### config.mk
export PLATFORM = sky130hd
export DESIGN_NAME = crm_unit
export DESIGN_NICKNAME = d
export VERILOG_FILES = /design/src/hdl/crm_unit.v
export VERILOG_INCLUDE_DIRS = /design/src /design/src/shared
export SDC_FILE = /design/constraint.sdc
export NUM_CORES = 2
export LEC_CHECK = 0
export BUFFER_PORTS_ARGS = -buffer_cell sky130_fd_sc_hd__buf_2
export CAP_MARGIN = 20
export CORE_AREA = 2 2 311 313
export CTS_CLUSTER_DIAMETER = 30
export CTS_CLUSTER_SIZE = 25
export DETAILED_ROUTE_END_ITERATION = 10
export DIE_AREA = 0 0 313 315
export GPL_ROUTABILITY_DRIVEN = 0
export GPL_TIMING_DRIVEN = 0
export HOLD_SLACK_MARGIN = 0.05
export PLACE_DENSITY = 0.64
export SLEW_MARGIN = 30
export SYNTH_ARGS = -nofsm -noshare
export SYNTH_HDL_FRONTEND = slang
export SYNTH_SLANG_ARGS = --single-unit
### constraint.sdc
create_clock -name aclk -period 6.8 [get_ports aclk]
set_input_delay 0 -clock aclk [delete_from_list [all_inputs] [get_ports aclk]]
set_output_delay 0 -clock aclk [all_outputs]
set_load 0.005 [all_outputs]
### src/shared/crm_defines.vh
/*
 * register map, field positions, reset values and timing counts of the
 * clock and runtime meter unit. assumes a 20 MHz aclk.
 */
`ifndef CRM_DEFINES_VH
`define CRM_DEFINES_VH

// ----------------------------------------------------------------------------
// register byte offsets
// ----------------------------------------------------------------------------
`define CRM_OFS_CTRL      8'h00
`define CRM_OFS_STATUS    8'h04
`define CRM_OFS_TIME_SET  8'h08
`define CRM_OFS_DATE_SET  8'h0C
`define CRM_OFS_TIME      8'h10
`define CRM_OFS_DATE      8'h14
`define CRM_OFS_SYNC_IVL  8'h18
`define CRM_OFS_CLKMEM    8'h1C
`define CRM_OFS_MTR_CMD   8'h20
`define CRM_OFS_MTR_VAL   8'h24
`define CRM_OFS_MTR_READ  8'h28
`define CRM_OFS_MTR_STATE 8'h2C
`define CRM_OFS_TMR_LIMIT 8'h30
`define CRM_OFS_TMR_USE   8'h34

// ----------------------------------------------------------------------------
// control fields
// ----------------------------------------------------------------------------
`define CRM_CTRL_SLAVE    0
`define CRM_CTRL_PATH     1
`define CRM_CTRL_SMALL    2
`define CRM_CTRL_WR_CLK   8
`define CRM_CTRL_BCAST    9

// meter command fields
`define CRM_CMD_IDX_LSB   0
`define CRM_CMD_PRESET    4
`define CRM_CMD_START     5
`define CRM_CMD_STOP      6

// timer-use fields: block kind 0 main, 1 restart, 2 other; bit 4 update
`define CRM_TU_UPDATE     4

// ----------------------------------------------------------------------------
// reset values and timing
// ----------------------------------------------------------------------------
`define CRM_RST_SYNC_IVL  32'h0000003C
`define CRM_RST_TMR_LIMIT 16'h0080
`define CRM_CLK_HZ        20000000
`define CRM_TICK_MS       50
`define CRM_TICK_CYC      ((`CRM_CLK_HZ / 1000) * `CRM_TICK_MS)
`define CRM_HOUR_S        3600
`define CRM_DAY_S         86400

`endif
### src/hdl/crm_unit.v
/*
 * clock and runtime meter unit: time of day with day count and weekday,
 * sync request to a network clock, eight runtime meters, clock memory byte,
 * timer overuse check. assumes an axi4-lite master and a system that
 * reports its operating state and restart kind on plain inputs.
 */
// Chosen here: the address map and the AXI4-Lite slave port.
`timescale 1ns/1ns
`default_nettype none
`include "crm_defines.vh"

// Notes on behaviour
// keep time in seconds, a day count as date, and weekday
// software loads new date and time and reads present date and time
// a slave requests alignment to master at the configured interval and path
// on software request the master broadcasts date and time to slaves
// meters do not count while the controller is stopped
// meter counts survive a memory reset
// after a warm restart software must restart each meter
// after a hot restart counting meters resume by themselves
// software preset value loads into the selected meter
// software starts or stops the selected meter
// meter read gives hours and a counting flag
// eight meters, index from zero
// clock memory bits toggle with equal high and low time
// clock memory byte address is a configuration value
// bit periods 2.0 1.6 1.0 0.8 0.5 0.4 0.2 0.1 seconds
// clock memory runs free of the program cycle
// too many timers raises a synchronous error to the error handler
// small family: updates only in main cycle and restart blocks
// the time of day clock is the time base for meters and alarms
// all clock memory bits derive from one 0.05 s tick
module crm_unit #(
    parameter integer TICK_CYC   = `CRM_TICK_CYC,
    parameter integer METERS     = 8
) (
    input  wire        aclk,
    input  wire        aresetn,
    input  wire        mem_reset,
    input  wire        cpu_run,
    input  wire        warm_restart,
    input  wire        hot_restart,
    input  wire        sync_in_valid,
    input  wire [31:0] sync_in_time,
    input  wire [31:0] sync_in_date,
    output reg         sync_req,
    output reg         sync_path,
    output reg         bcast_valid,
    output reg  [31:0] bcast_time,
    output reg  [31:0] bcast_date,
    output reg  [7:0]  clock_memory,
    output reg  [15:0] clock_memory_addr,
    output reg         second_tick,
    output reg         sync_error,
    input  wire [7:0]  s_axi_awaddr,
    input  wire        s_axi_awvalid,
    output wire        s_axi_awready,
    input  wire [31:0] s_axi_wdata,
    input  wire [3:0]  s_axi_wstrb,
    input  wire        s_axi_wvalid,
    output wire        s_axi_wready,
    output reg  [1:0]  s_axi_bresp,
    output reg         s_axi_bvalid,
    input  wire        s_axi_bready,
    input  wire [7:0]  s_axi_araddr,
    input  wire        s_axi_arvalid,
    output wire        s_axi_arready,
    output reg  [31:0] s_axi_rdata,
    output reg  [1:0]  s_axi_rresp,
    output reg         s_axi_rvalid,
    input  wire        s_axi_rready
);

// ----------------------------------------------------------------------------
// input synchronisers
// ----------------------------------------------------------------------------
    reg  [3:0]  in_meta;
    reg  [3:0]  in_sync;
    always @(posedge aclk) begin
        in_meta <= {mem_reset, cpu_run, warm_restart, hot_restart};
        in_sync <= in_meta;
    end
    wire run_s  = in_sync[2];
    wire warm_s = in_sync[1];
    wire hot_s  = in_sync[0];

// ----------------------------------------------------------------------------
// registers
// ----------------------------------------------------------------------------
    reg  [31:0] ctrl;
    reg  [31:0] sync_ivl;
    reg  [31:0] time_set;
    reg  [31:0] date_set;
    reg  [31:0] tod_sec;
    reg  [31:0] tod_day;
    reg  [2:0]  weekday;
    reg  [15:0] tmr_limit;
    reg  [2:0]  mtr_sel;
    reg  [31:0] mtr_val;
    reg  [31:0] mtr_hours [0:METERS-1];
    reg  [11:0] mtr_secs  [0:METERS-1];
    reg  [METERS-1:0] mtr_on;
    reg  [31:0] sync_cnt;
    reg  [31:0] tick_cnt;
    reg  [4:0]  tick_in_s;
    reg         tick;
    reg  [5:0]  cm_cnt [0:7];

    function [5:0] half_period;     // in 0.05 s ticks
        input [2:0] b;
        case (b)
            3'h7:    half_period = 6'h14;
            3'h6:    half_period = 6'h10;
            3'h5:    half_period = 6'h0A;
            3'h4:    half_period = 6'h08;
            3'h3:    half_period = 6'h05;
            3'h2:    half_period = 6'h04;
            3'h1:    half_period = 6'h02;
            default: half_period = 6'h01;
        endcase
    endfunction

// ----------------------------------------------------------------------------
// axi4-lite write: address and data taken together or apart, either order
// ----------------------------------------------------------------------------
    reg         aw_held;
    reg         w_held;
    reg  [7:0]  aw_addr;
    reg  [31:0] w_data;
    assign s_axi_awready = !aw_held && !s_axi_bvalid;
    assign s_axi_wready  = !w_held && !s_axi_bvalid;
    wire [7:0]  wa   = aw_held ? aw_addr : s_axi_awaddr;
    wire [31:0] wd   = w_held ? w_data : s_axi_wdata;
    wire have_aw     = aw_held || (s_axi_awvalid && s_axi_awready);
    wire have_w      = w_held || (s_axi_wvalid && s_axi_wready);
    wire wr_fire     = have_aw && have_w && !s_axi_bvalid;
    wire [31:0] wmask = {{8{s_axi_wstrb[3]}}, {8{s_axi_wstrb[2]}},
                         {8{s_axi_wstrb[1]}}, {8{s_axi_wstrb[0]}}};

    function wr_known;
        input [7:0] a;
        wr_known = (a == `CRM_OFS_CTRL) || (a == `CRM_OFS_TIME_SET) ||
                   (a == `CRM_OFS_DATE_SET) || (a == `CRM_OFS_SYNC_IVL) ||
                   (a == `CRM_OFS_CLKMEM) || (a == `CRM_OFS_MTR_CMD) ||
                   (a == `CRM_OFS_MTR_VAL) || (a == `CRM_OFS_TMR_LIMIT) ||
                   (a == `CRM_OFS_TMR_USE);
    endfunction

    // masked word written at this address in this cycle
    wire [31:0] wv = wd & wmask;
    wire wr_ctrl  = wr_fire && wa == `CRM_OFS_CTRL;
    wire wr_cmd   = wr_fire && wa == `CRM_OFS_MTR_CMD;
    wire wr_tuse  = wr_fire && wa == `CRM_OFS_TMR_USE;
    wire do_wclk  = wr_ctrl && wv[`CRM_CTRL_WR_CLK];
    wire do_bcast = wr_ctrl && wv[`CRM_CTRL_BCAST];

    always @(posedge aclk) begin
        if (!aresetn) begin
            aw_held      <= 1'b0;
            w_held       <= 1'b0;
            aw_addr      <= 8'h00;
            w_data       <= 32'h0;
            s_axi_bvalid <= 1'b0;
            s_axi_bresp  <= 2'h0;
        end else begin
            if (s_axi_awvalid && s_axi_awready && !wr_fire) begin
                aw_held <= 1'b1;
                aw_addr <= s_axi_awaddr;
            end
            if (s_axi_wvalid && s_axi_wready && !wr_fire) begin
                w_held <= 1'b1;
                w_data <= s_axi_wdata;
            end
            if (wr_fire) begin
                aw_held      <= 1'b0;
                w_held       <= 1'b0;
                s_axi_bvalid <= 1'b1;
                s_axi_bresp  <= wr_known(wa) ? 2'h0 : 2'h2;
            end else if (s_axi_bready) begin
                s_axi_bvalid <= 1'b0;
            end
        end
    end

// ----------------------------------------------------------------------------
// configuration registers
// ----------------------------------------------------------------------------
    always @(posedge aclk) begin
        if (!aresetn) begin
            ctrl              <= 32'h0;
            sync_ivl          <= `CRM_RST_SYNC_IVL;
            time_set          <= 32'h0;
            date_set          <= 32'h0;
            clock_memory_addr <= 16'h0000;
            tmr_limit         <= `CRM_RST_TMR_LIMIT;
            mtr_sel           <= 3'h0;
            mtr_val           <= 32'h0;
        end else if (wr_fire) begin
            case (wa)
                `CRM_OFS_CTRL:      ctrl <= {29'h0, wv[2:0]};
                `CRM_OFS_TIME_SET:  time_set <= (time_set & ~wmask) | wv;
                `CRM_OFS_DATE_SET:  date_set <= (date_set & ~wmask) | wv;
                `CRM_OFS_SYNC_IVL:  sync_ivl <= (sync_ivl & ~wmask) | wv;
                `CRM_OFS_CLKMEM:    clock_memory_addr <= wv[15:0];
                `CRM_OFS_MTR_VAL:   mtr_val <= (mtr_val & ~wmask) | wv;
                `CRM_OFS_TMR_LIMIT: tmr_limit <= wv[15:0];
                `CRM_OFS_MTR_CMD:   mtr_sel <= wv[`CRM_CMD_IDX_LSB +: 3];
                default:            ;
            endcase
        end
    end

// ----------------------------------------------------------------------------
// time base: 0.05 s tick, seconds, clock memory
// ----------------------------------------------------------------------------
    // counter free of cpu state so clock memory ignores the scan cycle
    always @(posedge aclk) begin
        if (!aresetn) begin
            tick_cnt  <= 32'h0;
            tick      <= 1'b0;
            tick_in_s <= 5'h00;
        end else begin
            tick <= 1'b0;
            if (tick_cnt == TICK_CYC - 1) begin
                tick_cnt <= 32'h0;
                tick     <= 1'b1;
            end else begin
                tick_cnt <= tick_cnt + 32'h1;
            end
            if (tick)
                tick_in_s <= (tick_in_s == 5'h13) ? 5'h00 : tick_in_s + 5'h01;
        end
    end
    wire sec_now = tick && tick_in_s == 5'h13;

    genvar gi;
    generate
        for (gi = 0; gi < 8; gi = gi + 1) begin : g_cm
            always @(posedge aclk) begin
                if (!aresetn) begin
                    cm_cnt[gi]       <= 6'h00;
                    clock_memory[gi] <= 1'b0;
                end else if (tick) begin
                    if (cm_cnt[gi] == half_period(gi) - 6'h01) begin
                        cm_cnt[gi]       <= 6'h00;
                        clock_memory[gi] <= ~clock_memory[gi];
                    end else begin
                        cm_cnt[gi] <= cm_cnt[gi] + 6'h01;
                    end
                end
            end
        end
    endgenerate

// ----------------------------------------------------------------------------
// time of day, set, sync, broadcast
// ----------------------------------------------------------------------------
    always @(posedge aclk) begin
        if (!aresetn) begin
            tod_sec     <= 32'h0;
            tod_day     <= 32'h0;
            weekday     <= 3'h0;
            second_tick <= 1'b0;
            sync_cnt    <= 32'h0;
            sync_req    <= 1'b0;
            sync_path   <= 1'b0;
            bcast_valid <= 1'b0;
            bcast_time  <= 32'h0;
            bcast_date  <= 32'h0;
        end else begin
            second_tick <= sec_now;
            sync_req    <= 1'b0;
            bcast_valid <= 1'b0;
            sync_path   <= ctrl[`CRM_CTRL_PATH];
            if (do_wclk) begin
                tod_sec <= time_set;
                tod_day <= date_set;
                weekday <= date_set[31:29];
            end else if (ctrl[`CRM_CTRL_SLAVE] && sync_in_valid) begin
                tod_sec <= sync_in_time;
                tod_day <= sync_in_date;
                weekday <= sync_in_date[31:29];
            end else if (sec_now) begin
                if (tod_sec == `CRM_DAY_S - 1) begin
                    tod_sec <= 32'h0;
                    tod_day <= {(weekday == 3'h6) ? 3'h0 : weekday + 3'h1,
                                tod_day[28:0] + 29'h1};
                    weekday <= (weekday == 3'h6) ? 3'h0 : weekday + 3'h1;
                end else begin
                    tod_sec <= tod_sec + 32'h1;
                end
            end
            if (sec_now && ctrl[`CRM_CTRL_SLAVE]) begin
                if (sync_cnt + 32'h1 >= sync_ivl) begin
                    sync_cnt <= 32'h0;
                    sync_req <= 1'b1;
                end else begin
                    sync_cnt <= sync_cnt + 32'h1;
                end
            end
            if (do_bcast && !ctrl[`CRM_CTRL_SLAVE]) begin
                bcast_valid <= 1'b1;
                bcast_time  <= tod_sec;
                bcast_date  <= tod_day;
            end
        end
    end

// ----------------------------------------------------------------------------
// runtime meters
// ----------------------------------------------------------------------------
    // aresetn and memory reset leave hours intact; aresetn clears only run state
    generate
        for (gi = 0; gi < METERS; gi = gi + 1) begin : g_mtr
            wire sel = wr_cmd && wv[`CRM_CMD_IDX_LSB +: 3] == gi;
            always @(posedge aclk) begin
                if (!aresetn) begin
                    mtr_on[gi] <= 1'b0;
                end else if (sel && wv[`CRM_CMD_START]) begin
                    mtr_on[gi] <= 1'b1;
                end else if ((sel && wv[`CRM_CMD_STOP]) || warm_s) begin
                    mtr_on[gi] <= 1'b0;
                end
            end
            // hot restart keeps mtr_on, so counting resumes with run  R08
            always @(posedge aclk) begin
                if (sel && wv[`CRM_CMD_PRESET]) begin
                    mtr_hours[gi] <= mtr_val;
                    mtr_secs[gi]  <= 12'h000;
                end else if (sec_now && mtr_on[gi] && run_s && !hot_s) begin
                    if (mtr_secs[gi] == `CRM_HOUR_S - 1) begin
                        mtr_secs[gi]  <= 12'h000;
                        mtr_hours[gi] <= mtr_hours[gi] + 32'h00000001;
                    end else begin
                        mtr_secs[gi] <= mtr_secs[gi] + 12'h001;
                    end
                end
            end
        end
    endgenerate

// ----------------------------------------------------------------------------
// timer overuse and block restriction
// ----------------------------------------------------------------------------
    wire [1:0] tu_blk = wv[1:0];
    wire       tu_upd = wv[`CRM_TU_UPDATE];
    wire       tu_bad = (wv[31:16] > tmr_limit) ||
                        (ctrl[`CRM_CTRL_SMALL] && tu_upd && tu_blk == 2'h2);
    always @(posedge aclk) begin
        if (!aresetn)
            sync_error <= 1'b0;
        else
            sync_error <= wr_tuse && tu_bad;
    end

// ----------------------------------------------------------------------------
// axi4-lite read, one cycle after the address is taken
// ----------------------------------------------------------------------------
    assign s_axi_arready = !s_axi_rvalid;
    wire [METERS-1:0] mtr_run = mtr_on & {METERS{run_s && !hot_s}};
    always @(posedge aclk) begin
        if (!aresetn) begin
            s_axi_rvalid <= 1'b0;
            s_axi_rdata  <= 32'h0;
            s_axi_rresp  <= 2'h0;
        end else if (s_axi_arvalid && s_axi_arready) begin
            s_axi_rvalid <= 1'b1;
            s_axi_rresp  <= 2'h0;
            case (s_axi_araddr)
                `CRM_OFS_CTRL:      s_axi_rdata <= ctrl;
                `CRM_OFS_STATUS:    s_axi_rdata <= {29'h0, sync_error, run_s, ctrl[0]};
                `CRM_OFS_TIME_SET:  s_axi_rdata <= time_set;
                `CRM_OFS_DATE_SET:  s_axi_rdata <= date_set;
                `CRM_OFS_TIME:      s_axi_rdata <= tod_sec;
                `CRM_OFS_DATE:      s_axi_rdata <= tod_day;
                `CRM_OFS_SYNC_IVL:  s_axi_rdata <= sync_ivl;
                `CRM_OFS_CLKMEM:    s_axi_rdata <= {8'h00, clock_memory, clock_memory_addr};
                `CRM_OFS_MTR_CMD:   s_axi_rdata <= {29'h0, mtr_sel};
                `CRM_OFS_MTR_VAL:   s_axi_rdata <= mtr_val;
                `CRM_OFS_MTR_READ:  s_axi_rdata <= mtr_hours[mtr_sel];
                `CRM_OFS_MTR_STATE: s_axi_rdata <= {23'h0, mtr_run[mtr_sel], mtr_on};
                `CRM_OFS_TMR_LIMIT: s_axi_rdata <= {16'h0000, tmr_limit};
                default: begin
                    s_axi_rdata <= 32'h0;
                    s_axi_rresp <= 2'h2;
                end
            endcase
        end else if (s_axi_rready) begin
            s_axi_rvalid <= 1'b0;
        end
    end

endmodule // crm_unit
`default_nettype wire

### Word-level counts from Yosys, hierarchy flattened

Memories as Yosys holds them, arrays and structs flattened. A register that Yosys moved wholly into a read port is not among the register bits.
Index checks and enable logic that the tools add are counted.

* register bits after elaboration: 474
* memory bits (writable): 400
* bits of input ports: 128
* output and inout bits: 134
* word-level logic and storage cells: 565
* memories kept: 3

Memory list
* mtr_hours: depth 8, width 32, rd ports 9, clocked after memory_dff 1, write ports 8, line crm_unit.v:100 `reg [31:0] mtr_hours [0:METERS-1];`
* mtr_secs: depth 8, width 12, rd ports 8, clocked after memory_dff 0, write ports 8, line crm_unit.v:101 `reg [11:0] mtr_secs [0:METERS-1];`
* cm_cnt: depth 8, width 6, rd ports 8, clocked after memory_dff 0, write ports 8, line crm_unit.v:107 `reg [5:0] cm_cnt [0:7];`

* add/sub/neg operators: 30
* $lt $le $gt $ge: 3
* eq/ne operators: 47
* multiplexer cells: 232
* bitwise logic cells: 60
* reduce and logical (&&, ||, !) cells: 141

Operators with widths (count)
* 32-bit two-way mux: 18
* 32-bit one-hot mux with 13 select lines: 1
* 32-bit by 1-bit adder with 32-bit output (second input constant): 11
* 12-bit two-way mux: 16
* 1-bit two-way mux: 169
* 32-bit bitwise AND: 5
* 32-bit OR: 4
* 12-bit by 1-bit adder with 12-bit output (second input constant): 8
* 12-bit == test (second input constant): 8
* 6-bit two-way mux: 16
* 1-bit logical AND: 78
* 8-bit by 6-bit == test with 1-bit output (second input constant): 9
* 6-bit by 1-bit adder with 6-bit output (second input constant): 8
* 8-bit by 5-bit == test with 1-bit output (second input constant): 6
* 1-bit OR: 40
* 2-bit AND reduction: 18
* 32-bit by 17-bit == test with 1-bit output (second input constant): 1
* 32-bit by 20-bit == test with 1-bit output (second input constant): 1
* 8-bit by 4-bit == test with 1-bit output (second input constant): 4
* 32-bit >= comparator: 1
* 32-bit inverter: 1
* 29-bit by 1-bit adder with 29-bit output (second input constant): 1
* 3-bit two-way mux: 7
* 2-bit nonzero test: 10
* other kinds (29): 72

### Logic depth before layout (Yosys ltp)

* depth after elaboration: 13
* depth in mapped cells: 16
* gate-level depth less buffers: 14

### Worst setup path before layout

OpenSTA, ideal clock, no wires.

* path kind: reg2reg
* start point: register tick_in_s[0]
* end point: memory mtr_hours[0][0] (enable)
* setup time: 0.511 ns
* data arrival time: 4.921 ns
* required time: 6.289 ns
* setup slack: 1.368 ns
* cell stages (with the launch flop): 8
* path buffers: 1
* period minus slack after synthesis: 5.432 ns
* cells stage by stage: dfxtp_1 > ha_1 > and4bb_2 > nand2_1 > nor3b_2 > buf_2 > nand2_1 > o41ai_1

RTL lines
* from (decl): line crm_unit.v:105 `reg [4:0] tick_in_s;`
* from (signal assigned): line crm_unit.v:231 `tick_in_s <= (tick_in_s == 5'h13) ? 5'h00 : tick_in_s + 5'h01;`
* to (decl): line crm_unit.v:100

### Worst setup path in the final report

* start point: register sync_cnt[0]
* end point: register sync_cnt[26]

* word-level cells in the longest chain between the ends: 3

Ends and longest elaborated chain
* from (decl): line crm_unit.v:103 `reg [31:0] sync_cnt;`
* from (signal assigned): line crm_unit.v:298 `sync_cnt <= sync_cnt + 32'h1;`
* 32-bit by 1-bit adder with 32-bit output (*): line crm_unit.v:294, crm_unit.v:298
* 32-bit >= comparator: line crm_unit.v:294 `if (sync_cnt + 32'h1 >= sync_ivl) begin`
* 32-bit two-way mux (*): line crm_unit.v:294

Every way passes the cells marked *; elsewhere a longest branch is shown, timed or not.
A chain may end at the register's enable or synchronous reset.

==> flow_summary.json <==
{
  "die_x_um": 313,
  "violations": "DRC",
  "path_class": "reg2reg",
  "clkLatencyLatePin_ns": 0.80,
  "status": "finished with violations",
  "synthTopCellsByArea": "edfxtp_1 25%, dfxtp_1 20%, nand2_1 6.1%",
  "rsz0062_at_grt": "no",
  "viasPerCell": 6.14,
  "yosysTopAreaCellShare": 0.254,
  "min_path_type": "in2reg",
  "io_pins": 262,
  "routedWlPerCell_um": 25.2,
  "synth_cells": 5244,
  "start_kind": "register",
  "endpoint_kind": "register",
  "drt_first_pass_iters": 11,
  "powerDensity_nw_per_um2": 266,
  "num_rows": 114,
  "grt_start_max_net_pins": 49,
  "tightestPinTransition_ns": 1.16,
  "netlist_area_um2": 47300,
  "post-route-drc-count": 5,
  "post_cts_buffers": 0,
  "cts_buffer_depth": 3,
  "ant_nets": 0,
  "grt_pass1_wl_um": 271000,
  "io_buffers": 256,
  "fin_nets": 6121,
  "grt_pass1_vias": 42600,
  "fin_crit_ns": 5.09,
  "clk_pin_slew_ns": 0.05,
  "synth_ff_type": "dfxtp_1",
  "crit_arrival_ns": 5.81,
  "drive_gt1_frac": 0.148,
  "skew_ns": 0.0389,
  "layout_commonest_cell": "nand2_1",
  "dp_hpwl_um": 136000,
  "critical_path.max_fanout": 10,
  "hold_viol_final": 0,
  "synth-seq-cells": 872,
  "cts_root_buf": "clkbuf_16",
  "fin_crit_sh": 0.749,
  "cts_tree": "built",
  "final_cell_mix": "764 x nand2_1, 615 x nor2_1, 472 x dfxtp_1, 400 x edfxtp_1, 364 x buf_2",
  "drtIter0Drc": 5978,
  "synthArstFlopShare": 0,
  "synth_cell_type_count": 88,
  "ys.warnings.count": 0,
  "cap_violations": 0,
  "cts.sinks": 872,
  "setup_viol_count_final": 0,
  "synth_enable_flop_cells": 400,
  "coreArea_um2": 95700,
  "cts-hold-fix-buffers": 191,
  "drv_slew": 0,
  "synth_top_area_cell": "edfxtp_1",
  "ir_drop_v": 0.000242,
  "cts_made_buffers": 198,
  "die_y_um": 315,
  "finalInstanceArea_um2": 59300,
  "die_area_um2": 98600,
  "grt-ovfl-total": 0,
  "timing.slew.headroom": 0.228,
  "dpl_cell_area_um2": 50600,
  "antenna_found_initial": 14,
  "cts_repair_resize_count": 0,
  "initial_core_util": 0.495,
  "p_leak_nw": 21.1,
  "cp.required_ns": 7.52,
  "timing.fmax_mhz": 196,
  "yosysSeqAreaShare": 0.453,
  "total_power_mw": 15.8,
  "routed_wl_um": 186000,
  "grtUsageTotal": 0.368,
  "syn_to_final_growth_pct": 25.2,
  "ctsHtreeMaxLevel": 4,
  "vias": 45300,
  "syn_avg_cell_area_um2": 9.03
}
## cells by family after synthesis
logic type / share of synthesized area
and+or+nand+nor: 0.217
AOI/OAI and AO/OA: 0.124
DFF: 0.453
xor gates and xnor gates: 0.0873
buffers and inverters: 0.0390
muxes: 0.0576
adders and majority gates: 0.0214
other: 0.0000792
## report_power, final
part	switching (mW)	internal [mW]
Clock	3.20	6.33
Sequential	0.0414	5.50
Combinational	0.465	0.242
Total	3.70	12.1
## path summary, 6_finish.rpt
check / depth (start not counted) / startpoint / slack, ns / endpoint
max reg2reg: 15 / sync_cnt[0] / 1.71 / sync_cnt[26]
max: 15 / sync_cnt[0] / 1.71 / sync_cnt[26]
min: 4 / s_axi_awaddr[4] / 0.08 / aw_addr[4]
min reg2reg: 0 / in_meta[2] / 0.32 / in_sync[2]
## worst max-delay path, cell delays in order, from the launching register on
cell and delay [ns]:
dfxtp_1 0.47, ha_1 0.26, and3_1 0.17, clkbuf_1 0.24, nand3_1 0.27, nor3_1 0.79
nand3_1 0.20, xnor2_1 0.35, ha_1 0.30, nand4_1 0.13, nor2_1 0.06, a211oi_1 0.23
o211ai_1 0.14, nor4_1 0.76, clkbuf_1 0.43, a22o_1 0.20
## area by class of cell
class                           instances  area (um^2)
Clock buffer                          260         5550
Buffer                                345         1510
Fill cell                            8020        36400
Timing Repair Buffer                  467         3440
Antenna cell                           10         25.0
Inverter                               94          353
Multi-Input combinational cell       3934        24200
Sequential cell                       872        21500
Tap cell                             1276         1600
Clock inverter                        110         1190
## synthesized netlist by cell type (all sizes together) (29+ instances only)
| cell | number |
|---|---|
| nand3 | 280 |
| mux2i | 70 |
| edfxtp | 400 |
| nand4 | 102 |
| inv | 94 |
| ha | 81 |
| nand2 | 764 |
| and2 | 47 |
| nor3 | 175 |
| buf | 117 |
| a22oi | 85 |
| and3 | 97 |
| and4 | 36 |
| nor2 | 617 |
| xnor2 | 191 |
| mux2 | 48 |
| mux4 | 66 |
| clkbuf | 228 |
| xor2 | 281 |
| dfxtp | 472 |
| a211oi | 98 |
| nor4 | 29 |
| o21ai | 311 |
| a21oi | 285 |
| o211ai | 29 |
## stage by stage
step                 util  worst slack [ns]  setup TNS (ns)  hold slack [ns]  cells
global route        0.619              1.42               0            0.107   7358
global placement    0.525             -1.88         -103.22            0.104   6777
detailed placement  0.528              1.87               0            0.104   6797
floorplan               -              1.37               0           0.0277   5245
finish              0.619              1.71               0           0.0789   7368
CTS                 0.619              1.82               0           0.0505   7358
## metal layers
metal	GRT usage	vias up	part of all wire	routed length [um]
li1	-	20100	-	-
met1	0.449	21600	0.37	68500
met2	0.559	2780	0.43	79500
met3	0.105	769	0.12	21300
met4	0.269	18	0.087	16200
met5	0	-	0.00065	120
(Power assumes the default switching activity.)
